File: config.mk
export PLATFORM = sky130hd
export DESIGN_NAME = serial_data_port
export DESIGN_NICKNAME = d
export VERILOG_FILES = /design/src/rtl/serial_port_pkg.sv /design/src/rtl/rate_if.sv /design/src/rtl/rate_gen.sv /design/src/rtl/serial_data_port.sv
export SDC_FILE = /design/constraint.sdc
export NUM_CORES = 1
export LEC_CHECK = 0
export ABC_AREA = 0
export BUFFER_PORTS_ARGS = -buffer_cell sky130_fd_sc_hd__clkbuf_2
export CAP_MARGIN = 5
export CELL_PAD_IN_SITES_DETAIL_PLACEMENT = 2
export CELL_PAD_IN_SITES_GLOBAL_PLACEMENT = 2
export CORE_MARGIN = 4
export CORE_UTILIZATION = 31
export DETAILED_ROUTE_END_ITERATION = 16
export MAX_ROUTING_LAYER = met4
export PLACE_DENSITY_LB_ADDON = 0.1
export RECOVER_POWER = 50
export SYNTH_ARGS = -nofsm -noshare
export SYNTH_HDL_FRONTEND = slang
export SYNTH_SLANG_ARGS = --single-unit
File: constraint.sdc
create_clock -name CLK -period 2.79 [get_ports CLK]
set_clock_uncertainty 0.05 [all_clocks]
set_input_delay 0.279 -clock CLK [delete_from_list [all_inputs] [get_ports CLK]]
set_output_delay 0.279 -clock CLK [all_outputs]
set_load 0.005 [all_outputs]
File: src/rtl/serial_port_pkg.sv
// constants, field layouts and state types of the radio serial data port
// assumes nothing; imported by every design file of the port except rate_if
package serial_port_pkg;

   // ==========================================================
   // register byte offsets on the bus
   localparam logic [7:0] OFF_PIN_TWO_CONFIG  = 8'h00;
   localparam logic [7:0] OFF_PIN_ONE_CONFIG  = 8'h04;
   localparam logic [7:0] OFF_PIN_ZERO_CONFIG = 8'h08;
   localparam logic [7:0] OFF_PKT_CONTROL     = 8'h0C;
   localparam logic [7:0] OFF_MODEM_CONFIG    = 8'h10;
   localparam logic [7:0] OFF_RATE_DIV        = 8'h14;
   localparam logic [7:0] OFF_SYNC_WORD       = 8'h18;
   localparam logic [7:0] OFF_STATUS          = 8'h1C;

   // ==========================================================
   // field positions
   localparam int FMT_LSB        = 4;  // packet format, 2 bits
   localparam int WHITEN_BIT     = 6;
   localparam int FEC_BIT        = 3;
   localparam int MANCH_BIT      = 2;
   localparam int INTERLEAVE_BIT = 1;
   localparam int ADDR_BIT       = 0;
   localparam int MOD_LSB        = 4;  // modulation format, 3 bits
   localparam int SYNC_MODE_LSB  = 0;  // sync mode, 3 bits

   // ==========================================================
   // encodings
   localparam logic [1:0] FMT_NORMAL = 2'h0;
   localparam logic [1:0] FMT_SYNC   = 2'h1;
   localparam logic [1:0] FMT_ASYNC  = 2'h3;
   localparam logic [2:0] MOD_2FSK   = 3'h0;
   localparam logic [2:0] MOD_MSK    = 3'h7;
   localparam logic [5:0] SEL_SER_CLK    = 6'h0B;
   localparam logic [5:0] SEL_SYNC_DATA  = 6'h0C;
   localparam logic [5:0] SEL_ASYNC_DATA = 6'h0D;
   localparam logic [5:0] SEL_HIZ        = 6'h2E;

   // ==========================================================
   // reset values and counts
   localparam logic [5:0]  RST_PIN_SEL   = 6'h2E;
   localparam logic [7:0]  RST_PKT_CTRL  = 8'h00;
   localparam logic [7:0]  RST_MODEM_CFG = 8'h02;
   localparam logic [15:0] RST_RATE_DIV  = 16'h0010;
   localparam logic [15:0] RST_SYNC_WORD = 16'hD391;
   localparam logic [5:0]  PREAMBLE_BITS = 6'h20;
   localparam logic [5:0]  SYNC_BITS     = 6'h10;
   localparam logic [2:0]  PHASE_FALL    = 3'h0;
   localparam logic [2:0]  PHASE_RISE    = 3'h4;

   typedef enum logic [1:0] {TX_IDLE, TX_PRE, TX_SYNC, TX_DATA} tx_state_t;
   typedef enum logic [1:0] {RX_IDLE, RX_HUNT, RX_DATA} rx_state_t;

endpackage

File: src/rtl/rate_if.sv
// carrier between the port core and its oversampling rate generator
// assumes both ends run on the same clock
`timescale 1ns/1ps
`default_nettype none
interface rate_if #(parameter int DIV_W = 16);
   logic [DIV_W-1:0] div;   // clocks per oversample tick
   logic             run;   // generator enable
   logic             tick;  // one pulse per oversample tick
   logic [2:0]       phase; // eighth of the bit, valid with tick

   modport gen (input div, input run, output tick, output phase);
   modport use_side (output div, output run, input tick, input phase);
endinterface
`default_nettype wire

File: src/rtl/rate_gen.sv
// oversampling tick generator, eight ticks per bit period
// assumes div is at least one; clocked with the port core
`timescale 1ns/1ps
`default_nettype none
module rate_gen #(
   parameter int DIV_W = 16
) (
   input  wire logic CLK,
   input  wire logic RSTN,
   rate_if.gen       rt
);
   import serial_port_pkg::*;

   typedef struct packed {
      logic [DIV_W-1:0] cnt;
      logic [2:0]       phase;
      logic             tick;
   } gen_state_t;

   gen_state_t s;
   gen_state_t next_s;

   if (DIV_W < 2) begin : g_bad_width
      $error("rate_gen: DIV_W must be at least 2");
   end

   // ==========================================================
   // divider and phase counter
   always_comb begin
      next_s = s;
      next_s.tick = 1'b0;
      if (!rt.run) begin
         next_s.cnt = '0;
         next_s.phase = 3'h7;
      end else if (s.cnt + 1'b1 >= rt.div) begin
         next_s.cnt = '0;
         next_s.tick = 1'b1;
         next_s.phase = s.phase + 3'h1;
      end else begin
         next_s.cnt = s.cnt + 1'b1;
      end
   end

   // state register
   always_ff @(posedge CLK) begin
      if (!RSTN) begin
         s <= '{cnt: '0, phase: 3'h7, tick: 1'b0};
      end else begin
         s <= next_s;
      end
   end

   assign rt.tick = s.tick;
   assign rt.phase = s.phase;
endmodule
`default_nettype wire

File: src/rtl/serial_data_port.sv
// serial data port of the radio: async and sync bit streaming over pins
// assumes an APB master on CLK; radio strobes and rx bit on CLK;
// the three general pins come from outside; only pin zero is synchronised here
`timescale 1ns/1ps
`default_nettype none
module serial_data_port #(
   parameter int DIV_W = 16
) (
   input  wire logic        CLK,
   input  wire logic        RSTN,
   input  wire logic        PSEL,
   input  wire logic        PENABLE,
   input  wire logic        PWRITE,
   input  wire logic [7:0]  PADDR,
   input  wire logic [31:0] PWDATA,
   output logic [31:0]      PRDATA,
   output logic             PREADY,
   output logic             PSLVERR,
   input  wire logic        TX_ACTIVE,
   input  wire logic        RX_ACTIVE,
   input  wire logic        RX_BIT_IN,
   output logic             MOD_BIT,
   output logic [2:0]       MOD_FORMAT,
   output logic             PKT_HANDLER_ON,
   output logic [3:0]       CODING_ON,
   output logic             ADDR_FILTER_ON,
   input  wire logic [2:0]  PIN_I,
   output logic [2:0]       PIN_O,
   output logic [2:0]       PIN_OE
);
   import serial_port_pkg::*;

   typedef struct packed {
      logic [2:0][5:0]  pin_sel;
      logic [7:0]       pkt_ctrl;
      logic [7:0]       modem_cfg;
      logic [DIV_W-1:0] rate_div;
      logic [15:0]      sync_word;
      logic             sync_found;
      logic             pready;
      logic             pslverr;
      logic [31:0]      prdata;
      logic             pin0_meta;
      logic             pin0_sync;
      logic [2:0]       pin_out;
      logic [2:0]       pin_oe;
      tx_state_t        tx_state;
      logic [5:0]       tx_cnt;
      logic             mod_bit;
      logic             bit_clk;
      rx_state_t        rx_state;
      logic [15:0]      rx_shift;
      logic             rx_out;
      logic [2:0]       mod_fmt;
      logic             handler_on;
      logic [3:0]       coding_on;
      logic             addr_on;
   } port_state_t;

   port_state_t s;
   port_state_t next_s;

   if (DIV_W < 2 || DIV_W > 32) begin : g_bad_width
      $error("serial_data_port: DIV_W must be 2 to 32");
   end

   // ==========================================================
   // oversampling rate generator
   rate_if #(.DIV_W(DIV_W)) rt ();

   rate_gen #(
      .DIV_W (DIV_W)
   ) u_rate (
      .CLK  (CLK),
      .RSTN (RSTN),
      .rt   (rt.gen)
   );

   logic [1:0] fmt;
   logic [2:0] sync_mode;
   logic       is_async;
   logic       is_sync;
   logic       serial_on;
   logic       fall_tick;
   logic       rise_tick;

   // mode decode and bit timing strobes
   always_comb begin
      fmt       = s.pkt_ctrl[FMT_LSB +: 2];
      sync_mode = s.modem_cfg[SYNC_MODE_LSB +: 3];
      is_async  = (fmt == FMT_ASYNC);
      is_sync   = (fmt == FMT_SYNC);
      serial_on = is_async || is_sync;
      fall_tick = rt.tick && (rt.phase == PHASE_FALL);
      rise_tick = rt.tick && (rt.phase == PHASE_RISE);
   end

   assign rt.div = s.rate_div;
   // generator idles between transfers, so each starts with a falling tick
   assign rt.run = serial_on && (TX_ACTIVE || RX_ACTIVE);

   // ==========================================================
   // next state
   always_comb begin
      next_s = s;

      // bus slave, one wait cycle, write lands with pready
      next_s.pready  = 1'b0;
      next_s.pslverr = 1'b0;
      if (PSEL && PENABLE && !s.pready) begin
         next_s.pready = 1'b1;
         next_s.prdata = 32'h0000_0000;
         case (PADDR)
            OFF_PIN_TWO_CONFIG: begin
               next_s.prdata[5:0] = s.pin_sel[2];
            end
            OFF_PIN_ONE_CONFIG: begin
               next_s.prdata[5:0] = s.pin_sel[1];
            end
            OFF_PIN_ZERO_CONFIG: begin
               next_s.prdata[5:0] = s.pin_sel[0];
            end
            OFF_PKT_CONTROL: begin
               next_s.prdata[7:0] = s.pkt_ctrl;
            end
            OFF_MODEM_CONFIG: begin
               next_s.prdata[7:0] = s.modem_cfg;
            end
            OFF_RATE_DIV: begin
               next_s.prdata[DIV_W-1:0] = s.rate_div;
            end
            OFF_SYNC_WORD: begin
               next_s.prdata[15:0] = s.sync_word;
            end
            OFF_STATUS: begin
               next_s.prdata[5:0] = {s.pin0_sync, s.sync_found,
                                     s.rx_state, s.tx_state};
            end
            default: begin
               next_s.pslverr = 1'b1;
            end
         endcase
      end
      if (PSEL && PENABLE && s.pready && PWRITE) begin
         case (PADDR)
            OFF_PIN_TWO_CONFIG: begin
               next_s.pin_sel[2] = PWDATA[5:0];
            end
            OFF_PIN_ONE_CONFIG: begin
               next_s.pin_sel[1] = PWDATA[5:0];
            end
            OFF_PIN_ZERO_CONFIG: begin
               next_s.pin_sel[0] = PWDATA[5:0];
            end
            OFF_PKT_CONTROL: begin
               next_s.pkt_ctrl = PWDATA[7:0];
            end
            OFF_MODEM_CONFIG: begin
               next_s.modem_cfg = PWDATA[7:0];
            end
            OFF_RATE_DIV: begin
               next_s.rate_div = PWDATA[DIV_W-1:0];
            end
            OFF_SYNC_WORD: begin
               next_s.sync_word = PWDATA[15:0];
            end
            OFF_STATUS: begin
               // write one clears the sync-found flag
               if (PWDATA[4]) begin
                  next_s.sync_found = 1'b0;
               end
            end
            default: begin
            end
         endcase
      end

      // pin zero synchroniser
      next_s.pin0_meta = PIN_I[0];
      next_s.pin0_sync = s.pin0_meta;

      // transmit sequencer
      case (s.tx_state)
         TX_IDLE: begin
            if (serial_on && TX_ACTIVE) begin
               next_s.tx_cnt = 6'h00;
               if (is_sync && sync_mode != 3'h0) begin
                  next_s.tx_state = TX_PRE;
               end else begin
                  next_s.tx_state = TX_DATA;
               end
            end
         end
         TX_PRE: begin
            // device sends 1010 preamble itself
            if (fall_tick) begin
               next_s.mod_bit = ~s.tx_cnt[0];
               next_s.tx_cnt = s.tx_cnt + 6'h01;
               if (s.tx_cnt == PREAMBLE_BITS - 6'h01) begin
                  next_s.tx_cnt = 6'h00;
                  next_s.tx_state = TX_SYNC;
               end
            end
         end
         TX_SYNC: begin
            if (fall_tick) begin
               next_s.mod_bit = s.sync_word[4'(SYNC_BITS - 6'h01
                                              - s.tx_cnt)];
               next_s.tx_cnt = s.tx_cnt + 6'h01;
               if (s.tx_cnt == SYNC_BITS - 6'h01) begin
                  next_s.tx_state = TX_DATA;
               end
            end
         end
         TX_DATA: begin
            if (is_async && rt.tick) begin
               next_s.mod_bit = s.pin0_sync;
            end else if (is_sync && rise_tick) begin
               next_s.mod_bit = s.pin0_sync;
            end
         end
         default: begin
            next_s.tx_state = TX_IDLE;
         end
      endcase
      if (!serial_on || !TX_ACTIVE) begin
         next_s.tx_state = TX_IDLE;
      end

      // receive sequencer
      case (s.rx_state)
         RX_IDLE: begin
            if (serial_on && RX_ACTIVE) begin
               if (is_sync && sync_mode != 3'h0) begin
                  next_s.rx_state = RX_HUNT;
               end else begin
                  next_s.rx_state = RX_DATA;
               end
            end
         end
         RX_HUNT: begin
            // payload only after the sync word is found
            if (fall_tick) begin
               next_s.rx_shift = {s.rx_shift[14:0], RX_BIT_IN};
               if ({s.rx_shift[14:0], RX_BIT_IN} == s.sync_word) begin
                  next_s.rx_state = RX_DATA;
                  next_s.sync_found = 1'b1;
               end
            end
         end
         RX_DATA: begin
            if (fall_tick) begin
               next_s.rx_out = RX_BIT_IN;
            end
         end
         default: begin
            next_s.rx_state = RX_IDLE;
         end
      endcase
      if (!serial_on || !RX_ACTIVE) begin
         next_s.rx_state = RX_IDLE;
      end

      // bit clock only for sync payload, never in async
      if (!(is_sync && (s.tx_state == TX_DATA
                        || s.rx_state == RX_DATA))) begin
         next_s.bit_clk = 1'b0;
      end else if (fall_tick) begin
         next_s.bit_clk = 1'b0;
      end else if (rise_tick) begin
         next_s.bit_clk = 1'b1;
      end

      // pin routing by signal select
      for (int i = 0; i < 3; i++) begin
         next_s.pin_oe[i] = 1'b1;
         case (s.pin_sel[i])
            SEL_SER_CLK: begin
               next_s.pin_out[i] = next_s.bit_clk;
            end
            SEL_SYNC_DATA: begin
               next_s.pin_out[i] = next_s.rx_out;
            end
            SEL_ASYNC_DATA: begin
               next_s.pin_out[i] = next_s.rx_out;
            end
            SEL_HIZ: begin
               next_s.pin_out[i] = 1'b0;
               next_s.pin_oe[i] = 1'b0;
            end
            default: begin
               next_s.pin_out[i] = 1'b0;
            end
         endcase
      end
      // pin zero becomes the transmit data input
      if (serial_on && TX_ACTIVE) begin
         next_s.pin_oe[0] = 1'b0;
      end

      // controls handed to the radio core
      next_s.mod_fmt = s.modem_cfg[MOD_LSB +: 3];
      if (is_async && s.modem_cfg[MOD_LSB +: 3] == MOD_MSK) begin
         next_s.mod_fmt = MOD_2FSK;
      end
      next_s.handler_on = !is_async;
      next_s.coding_on = {s.pkt_ctrl[WHITEN_BIT], s.pkt_ctrl[FEC_BIT],
                          s.pkt_ctrl[MANCH_BIT],
                          s.pkt_ctrl[INTERLEAVE_BIT]};
      if (is_async) begin
         next_s.coding_on = 4'h0;
      end
      next_s.addr_on = s.pkt_ctrl[ADDR_BIT] && !serial_on;
   end

   // ==========================================================
   // state register
   always_ff @(posedge CLK) begin
      if (!RSTN) begin
         s <= '0;
         s.pin_sel <= {RST_PIN_SEL, RST_PIN_SEL, RST_PIN_SEL};
         s.pkt_ctrl <= RST_PKT_CTRL;
         s.modem_cfg <= RST_MODEM_CFG;
         s.rate_div <= DIV_W'(RST_RATE_DIV);
         s.sync_word <= RST_SYNC_WORD;
         s.tx_state <= TX_IDLE;
         s.rx_state <= RX_IDLE;
         s.handler_on <= 1'b1;
      end else begin
         s <= next_s;
      end
   end

   // ==========================================================
   // outputs straight from the state register
   assign PRDATA         = s.prdata;
   assign PREADY         = s.pready;
   assign PSLVERR        = s.pslverr;
   assign MOD_BIT        = s.mod_bit;
   assign MOD_FORMAT     = s.mod_fmt;
   assign PKT_HANDLER_ON = s.handler_on;
   assign CODING_ON      = s.coding_on;
   assign ADDR_FILTER_ON = s.addr_on;
   assign PIN_O          = s.pin_out;
   assign PIN_OE         = s.pin_oe;
endmodule
`default_nettype wire

Word-level counts from Yosys, hierarchy flattened
Index checks and enable logic that the tools add are counted.
Word-level totals
  output and inout port bits: 50
  logic and storage cells: 176
  register bits after elaboration: 151
Operators by class
  reductions and logical operators: 56
  magnitude comparators: 2
  bitwise gates (word level): 4
  multiplexer cells: 40
  equality and inequality tests: 40
  add/subtract/negate cells: 4
Operator list (number)
  == test 6 x 4 -> 1 bit (second input constant): 10
  one-hot mux 6 bit (8 select lines): 1
  2-to-1 mux 34 bit: 1
  == test 8 x 5 -> 1 bit (second input constant): 4
  one-hot mux 8 bit (3 select lines): 1
  AND reduction 2 bit: 10
  2-to-1 mux 1 bit: 19
  == test 6 bit (second input constant): 3
  2-to-1 mux 18 bit: 1
  2-to-1 mux 9 bit: 2
  adder 16 x 1 -> 16 bit (second input constant): 1
  == test 16 bit: 1
  == test 8 x 4 -> 1 bit (second input constant): 2
  greater-or-equal comparator 16 bit: 1
  2-to-1 mux 8 bit: 2
  inequality test 2 bit (second input constant): 8
  one-hot mux 8 bit (2 select lines): 1
  OR reduction 2 bit: 8
  logical AND 1 bit: 15
  AND reduction 4 bit: 3
  2-to-1 mux 2 bit: 5
  nonzero test 3 bit: 3
  == test 2 bit (second input constant): 4
  == test 8 x 3 -> 1 bit (second input constant): 1
  other kinds (22): 39

Depth between registers and ports, before layout
  word-level depth: 7
  depth in mapped cells: 11
  gate-level depth less buffers: 10

Cells and area by module
Synthesis repeated with hierarchy kept, for this count alone.
Unflattened totals
  cell total of the unflattened synthesis: 859
  area, all modules: 7671.1 sq um
Modules (own cells, without submodules)
  serial_data_port: area an instance 6316.1 sq um, cells an instance 701, instances 1, seq. area each 2602.5 sq um
  rate_gen: area an instance 1355.0 sq um, cells an instance 158, instances 1, seq. area each 400.4 sq um

Worst setup path after synthesis
Ideal clock, no wire load.
  kind: register -> register
  from: register u_rate.s[6] (netlist bit)
  to: register u_rate.s[13] (netlist bit)
  required time: 2.660 ns
  setup time: 0.080 ns
  clock period less this slack: 2.813 ns
  arrival: 2.683 ns
  cell stages (with the launch flop): 12
  path slack: -0.023 ns
  path buffers: 1
  cells stage by stage: dfxtp_1 > and4_1 > nand4_1 > or4_1 > xnor2_1 > ha_1 > a41o_1 > a211oi_1 > o31a_1 > a21oi_1 > clkbuf_1 > nor3b_1
On the way
  longest elaborated chain between the ends: 3
Ends and longest elaborated chain
  from (decl): line rate_gen.sv:20  | gen_state_t s;
  from (signal assigned): line rate_gen.sv:47  | s <= '{cnt: '0, phase: 3'h7, tick: 1'b0};
  from (signal assigned): line rate_gen.sv:49  | s <= next_s;
  adder 16 x 1 -> 16 bit (*): line rate_gen.sv:35, rate_gen.sv:40
  greater-or-equal comparator 16 bit: line rate_gen.sv:35  | end else if (s.cnt + 1'b1 >= rt.div) begin
  OR reduction 3 bit (no source line)
Mark *: on every way between the ends. The rest lies on a longest branch, timed or not.
A chain may end at the register's enable or synchronous reset.

Final worst setup path
  from: register u_rate.s[6] (netlist bit)
  to: register u_rate.s, in the netlist u_rate.rt.phase[1]
On the way
  longest elaborated chain between the ends: 2
Ends and longest elaborated chain (line)
  adder 16 x 1 -> 16 bit: rate_gen.sv:35
  greater-or-equal comparator 16 bit: rate_gen.sv:35
No other way between the ends.

==> results <==
- The count of nets left with antenna violations once routing finished came out at 0.
- The number of register bits inferred by synthesis is 150.
- The tightest hold path in the finished design has a slack of 0.0235 ns.
- The pre-antenna-repair detailed-routing pass consisted of 5 iterations.
- The slowest stage of the critical path belongs to the cell sky130_fd_sc_hd__dfxtp_4.
- The H-tree was split into 4 levels.
- Dividing the detail-routed wire length by the instance count gives 21.3 um.
- The final global-route overflow total is 0.
- At the later pin of the worst-skew pair, clock insertion delay measures 0.42 ns.
- In this run the vertical extent of the chip is 164 um.
- The transition time at the pin with the least slew margin is 1.28 ns.
- Timing would allow up to 0.341 GHz.
- The final max-slew violation count was 0.
- At the end of routability-driven placement, the weighted congestion stood at 0.824.
- The netlist area before placement is 0.00753 mm^2.
- The run finished, with violations left.
- Yosys printed 0 warnings.
- Entering global routing, the biggest net connects 55 pins.
- After detailed routing, the number of vias per cell comes to 5.24.
- The count of final setup violators is 20.
- The number of buffers added by the clock tree synthesis step is 17.
- The fraction of the yosys area taken by sequential cells is 0.399.
- The number of port buffers is 66.
- The die covers 0.0269 mm^2.
- Clock tree synthesis selected as its root buffer the cell sky130_fd_sc_hd__clkbuf_16.
- After synthesis, the most frequently instantiated cells are 170 x sky130_fd_sc_hd__nand2_1, 150 x sky130_fd_sc_hd__dfxtp_1, 71 x sky130_fd_sc_hd__a21oi_1.
- The most common cell in the synthesized netlist is sky130_fd_sc_hd__nand2_1.
- The dominant delay contributor by cell family on the critical path is simple AND/OR/NAND/NOR gates.
- The HPWL after detailed placement is 19.9 mm.
- 0 antenna diodes ended up in the layout.
- The analysis attributes to cell leakage a power of 3.65 nW.
- Dividing the final minimum period by the clock period gives 1.05.
- Summing all multi-input logic gate instances after layout gives 0.00419 mm^2.
- In this run the horizontal extent of the chip is 164 um.
- The signed area change from the synthesized netlist to the final layout is 19.9%.
- The power share of the clock group is 0.505.
- sky130_fd_sc_hd__dfxtp_1 takes more of the synthesized area than any other cell.
- The core region is 0.0237 mm^2.
- In this run, distinct cell masters in the synthesized netlist total 72.
- Setup repair after global routing could not meet its margin everywhere.
- The filler cells instantiated in the layout total 2,768.
- By startpoint and endpoint, the worst setup path is classified as flop to flop.
- The path category of the worst min-delay check is input port to flop.
- The initial core utilization is 0.318.
- The global-route total usage across every layer is 0.210.
- Summing all flip-flop and latch instances after layout gives 0.00302 mm^2.
- The share of synthesized area in the top cell type comes to 0.399.
- Of the total power, the share spent switching nets is 0.224.
- The cell row count is 56.
- The number of placed instances, taps included, is 1,236.
- The switching power of the nets is 0.00105 W.
- In this run, synthesis inferred 0 flip-flops with an integrated enable.
- The minimum setup slack among reg-to-reg paths is -0.14 ns.
- The share of cells above drive strength 1 is 0.206.
- The sum of buffers and inverters on the critical path is 3.
- The number of antenna violations at the first check in global routing is 0.
- The data arrival time of the worst path is 3.18 ns.
- Hold repair after CTS inserted 0 buffers.
- IR analysis of the VDD net gives a maximum drop of 0.000227 V.
- The wire length of the first global-routing pass is 42.2 mm.
- STA classifies the critical path startpoint as a flop.
- After clock tree synthesis, the clock-pin slew on the worst setup and hold paths is 0.06 ns.
- Power spread over the standard cell area amounts to 519 mW/mm^2.
- The required time reported for the critical path endpoint is 3.04 ns.
- For this block, the initial DRC count from the detailed router was 264.
- The most common flop cell mapped by yosys is sky130_fd_sc_hd__dfxtp_1.
- The critical path goes through buf_6, nand4_1, nor4_4, buf_4, nand2_4, xnor2_4, ha_4, nand4_1, or2_4, o31a_1, a21oi_4, buf_6, o211ai_1.
- The number of global-route vias before repair was 7,263.
- For this run, the share of the core covered by cells in the final layout is 0.381.
- The final-report hold violation count is 0.
- The maximum fanout along the worst path is 6.
- The CTS tree is built.
- By area the synthesized netlist is led by sky130_fd_sc_hd__dfxtp_1 40%, sky130_fd_sc_hd__nand2_1 8.5%, sky130_fd_sc_hd__buf_4 4.8%.
- After synthesis, the mean cell area works out to 8.55 um^2.
- The worst setup path is captured at a flop.
- Measured against its own limit, the worst slew margin works out to 0.144.
- The checks that failed: setup timing.
- Of the total power, combinational logic draws 0.037.
- 101 I/O pins were placed.
- The slack of the critical path is -0.143 ns.
- The tool flagged a number of max-cap violations equal to 0.
- The DRC violation count after routing is 0.
- The time the worst path needs with I/O delays and setup is 2.93 ns.
- The delay of the slowest cell on the worst path is 0.36 ns.
- Clock tree synthesis found a total of 150 sinks.
- The detailed router placed 6,691 vias in this run.
- The proportion of power drawn by flip-flops and latches is 0.457.
- The share of synthesized flip-flops with an asynchronous set or reset is 0.
- The clock passes through at most 2 buffers.
- The internal portion of the total power is 0.00364 W.
- For the final routed database, the setup TNS stands at -2.26 ns.
- At the end of the flow, the number of nets in the layout was 1,024.
- The routed design has 27.2 mm of wire.
- The post-synthesis cell count is 881.
- The non-filler instance count after layout is 1,278.
==> registers in the layout (all words and copies together), names as in the netlist <==
name / cells
s: 77
PRDATA: 16
rt.div: 16
u_rate.s: 16
CODING_ON: 4
MOD_FORMAT: 3
PIN_OE: 3
PIN_O: 3
u_rate.rt.phase: 3
fmt: 2
ADDR_FILTER_ON: 1
MOD_BIT: 1
PKT_HANDLER_ON: 1
PREADY: 1
PSLVERR: 1
next_s: 1
u_rate.rt.tick: 1
==> worst register-to-register path, stage by stage (launching register included) <==
cell,delay (ns)
sky130_fd_sc_hd__dfxtp_4,0.36
sky130_fd_sc_hd__buf_6,0.09
sky130_fd_sc_hd__nand4_1,0.17
sky130_fd_sc_hd__nor4_4,0.23
sky130_fd_sc_hd__buf_4,0.20
sky130_fd_sc_hd__nand2_4,0.07
sky130_fd_sc_hd__xnor2_4,0.13
sky130_fd_sc_hd__ha_4,0.27
sky130_fd_sc_hd__nand4_1,0.17
sky130_fd_sc_hd__or2_4,0.31
sky130_fd_sc_hd__o31a_1,0.29
sky130_fd_sc_hd__a21oi_4,0.22
sky130_fd_sc_hd__buf_6,0.16
sky130_fd_sc_hd__o211ai_1,0.09
==> layout by cell type, fill, tap and decap left out, types with 5 or more instances in the layout <==
cell                        instances
sky130_fd_sc_hd__inv_1             30
sky130_fd_sc_hd__ha_1              24
sky130_fd_sc_hd__and2_1             9
sky130_fd_sc_hd__xnor2_1            8
sky130_fd_sc_hd__a21o_1             5
sky130_fd_sc_hd__nand4_1            8
sky130_fd_sc_hd__dfxtp_2            7
sky130_fd_sc_hd__nor2_1            45
sky130_fd_sc_hd__nand2_1          168
sky130_fd_sc_hd__mux2_2             9
sky130_fd_sc_hd__dfxtp_1          142
sky130_fd_sc_hd__nand2b_1           9
sky130_fd_sc_hd__a22oi_1           14
sky130_fd_sc_hd__nor4_1            10
sky130_fd_sc_hd__mux4_2             6
sky130_fd_sc_hd__clkbuf_2          51
sky130_fd_sc_hd__clkbuf_1          22
sky130_fd_sc_hd__mux2i_1           25
sky130_fd_sc_hd__buf_4             45
sky130_fd_sc_hd__conb_1            16
sky130_fd_sc_hd__a2bb2oi_1          9
sky130_fd_sc_hd__nor3_1             9
sky130_fd_sc_hd__nor3b_2           15
sky130_fd_sc_hd__buf_6              5
sky130_fd_sc_hd__a21oi_1           69
sky130_fd_sc_hd__o21ai_0           11
sky130_fd_sc_hd__clkbuf_16         17
sky130_fd_sc_hd__and3_1             9
sky130_fd_sc_hd__xor2_1            22
sky130_fd_sc_hd__nand3_1           29
==> final timing paths <==
| kind | startpoint | depth (start not counted) | end |
|---|---|---|---|
| max | u_rate.s[6] | 13 | u_rate.rt.phase[1] |
| max reg2reg | u_rate.s[6] | 13 | u_rate.rt.phase[1] |
| min reg2reg | next_s[44] | 1 | s[44] |
| min | PIN_I[0] | 2 | next_s[44] |
==> power groups by stage <==
stage / Combinational [W] / Clock (W) / Sequential, W
2_1_floorplan: 0.000101 / 0 / 0.00219
4_1_cts: 0.000180 / 0.00243 / 0.00215
3_3_place_gp: 0.000178 / 0 / 0.00219
6_report: 0.000174 / 0.00237 / 0.00214
5_1_grt: 0.000189 / 0.00251 / 0.00214
3_5_place_dp: 0.000179 / 0 / 0.00219
==> metrics by stage <==
| stage | area (um^2) | power, W | setup slack, ns |
|---|---|---|---|
| 3_3_place_gp | 8130 | 0.00237 | -0.196 |
| 5_1_grt | 9030 | 0.00484 | -0.329 |
| 6_report | 9030 | 0.00469 | -0.143 |
| 2_1_floorplan | 7590 | 0.00229 | 0.0170 |
| 3_5_place_dp | 8130 | 0.00237 | -0.299 |
| 4_1_cts | 8860 | 0.00475 | -0.243 |
==> per-layer routing <==
metal  vias up  routed length (um)  GRT usage
li1       3133                   -          -
met1      3383               12000      0.262
met4         0                 460     0.0518
met2       146               13700      0.362
met5         -                   0          -
met3        29                1050     0.0258
==> logic make-up (layout without fill, tap and decap cells) <==
group                      after synthesis  count (layout)  share of synthesized area
DFF                                    150             150                      0.399
xor gates and xnor gates                34              34                     0.0395
buffers and inverters                  118             181                     0.0850
other                                    1              16                   0.000498
muxes                                   40              40                     0.0646
adders and majority gates               26              26                     0.0432
and+or+nand+nor                        353             353                      0.229
AOI/OAI and AO/OA                      159             159                      0.140
==> area by class of cell <==
| class | count | share of cell area |
|---|---|---|
| inverter | 31 | 0.0129 |
| timing repair buffer | 119 | 0.0794 |
| clock buffer | 23 | 0.0518 |
| clock inverter | 8 | 0.0137 |
| sequential | 150 | 0.334 |
| tap | 319 | 0.0442 |
| multi-input combinational | 628 | 0.464 |
==> what timing repair did <==
item	CTS	global route
pin swaps	13	23
cloned	1	0
buffers inserted	5	7
endpoints found under the setup margin	20	20
gates resized for setup	24	36
(Power assumes the default switching activity.)
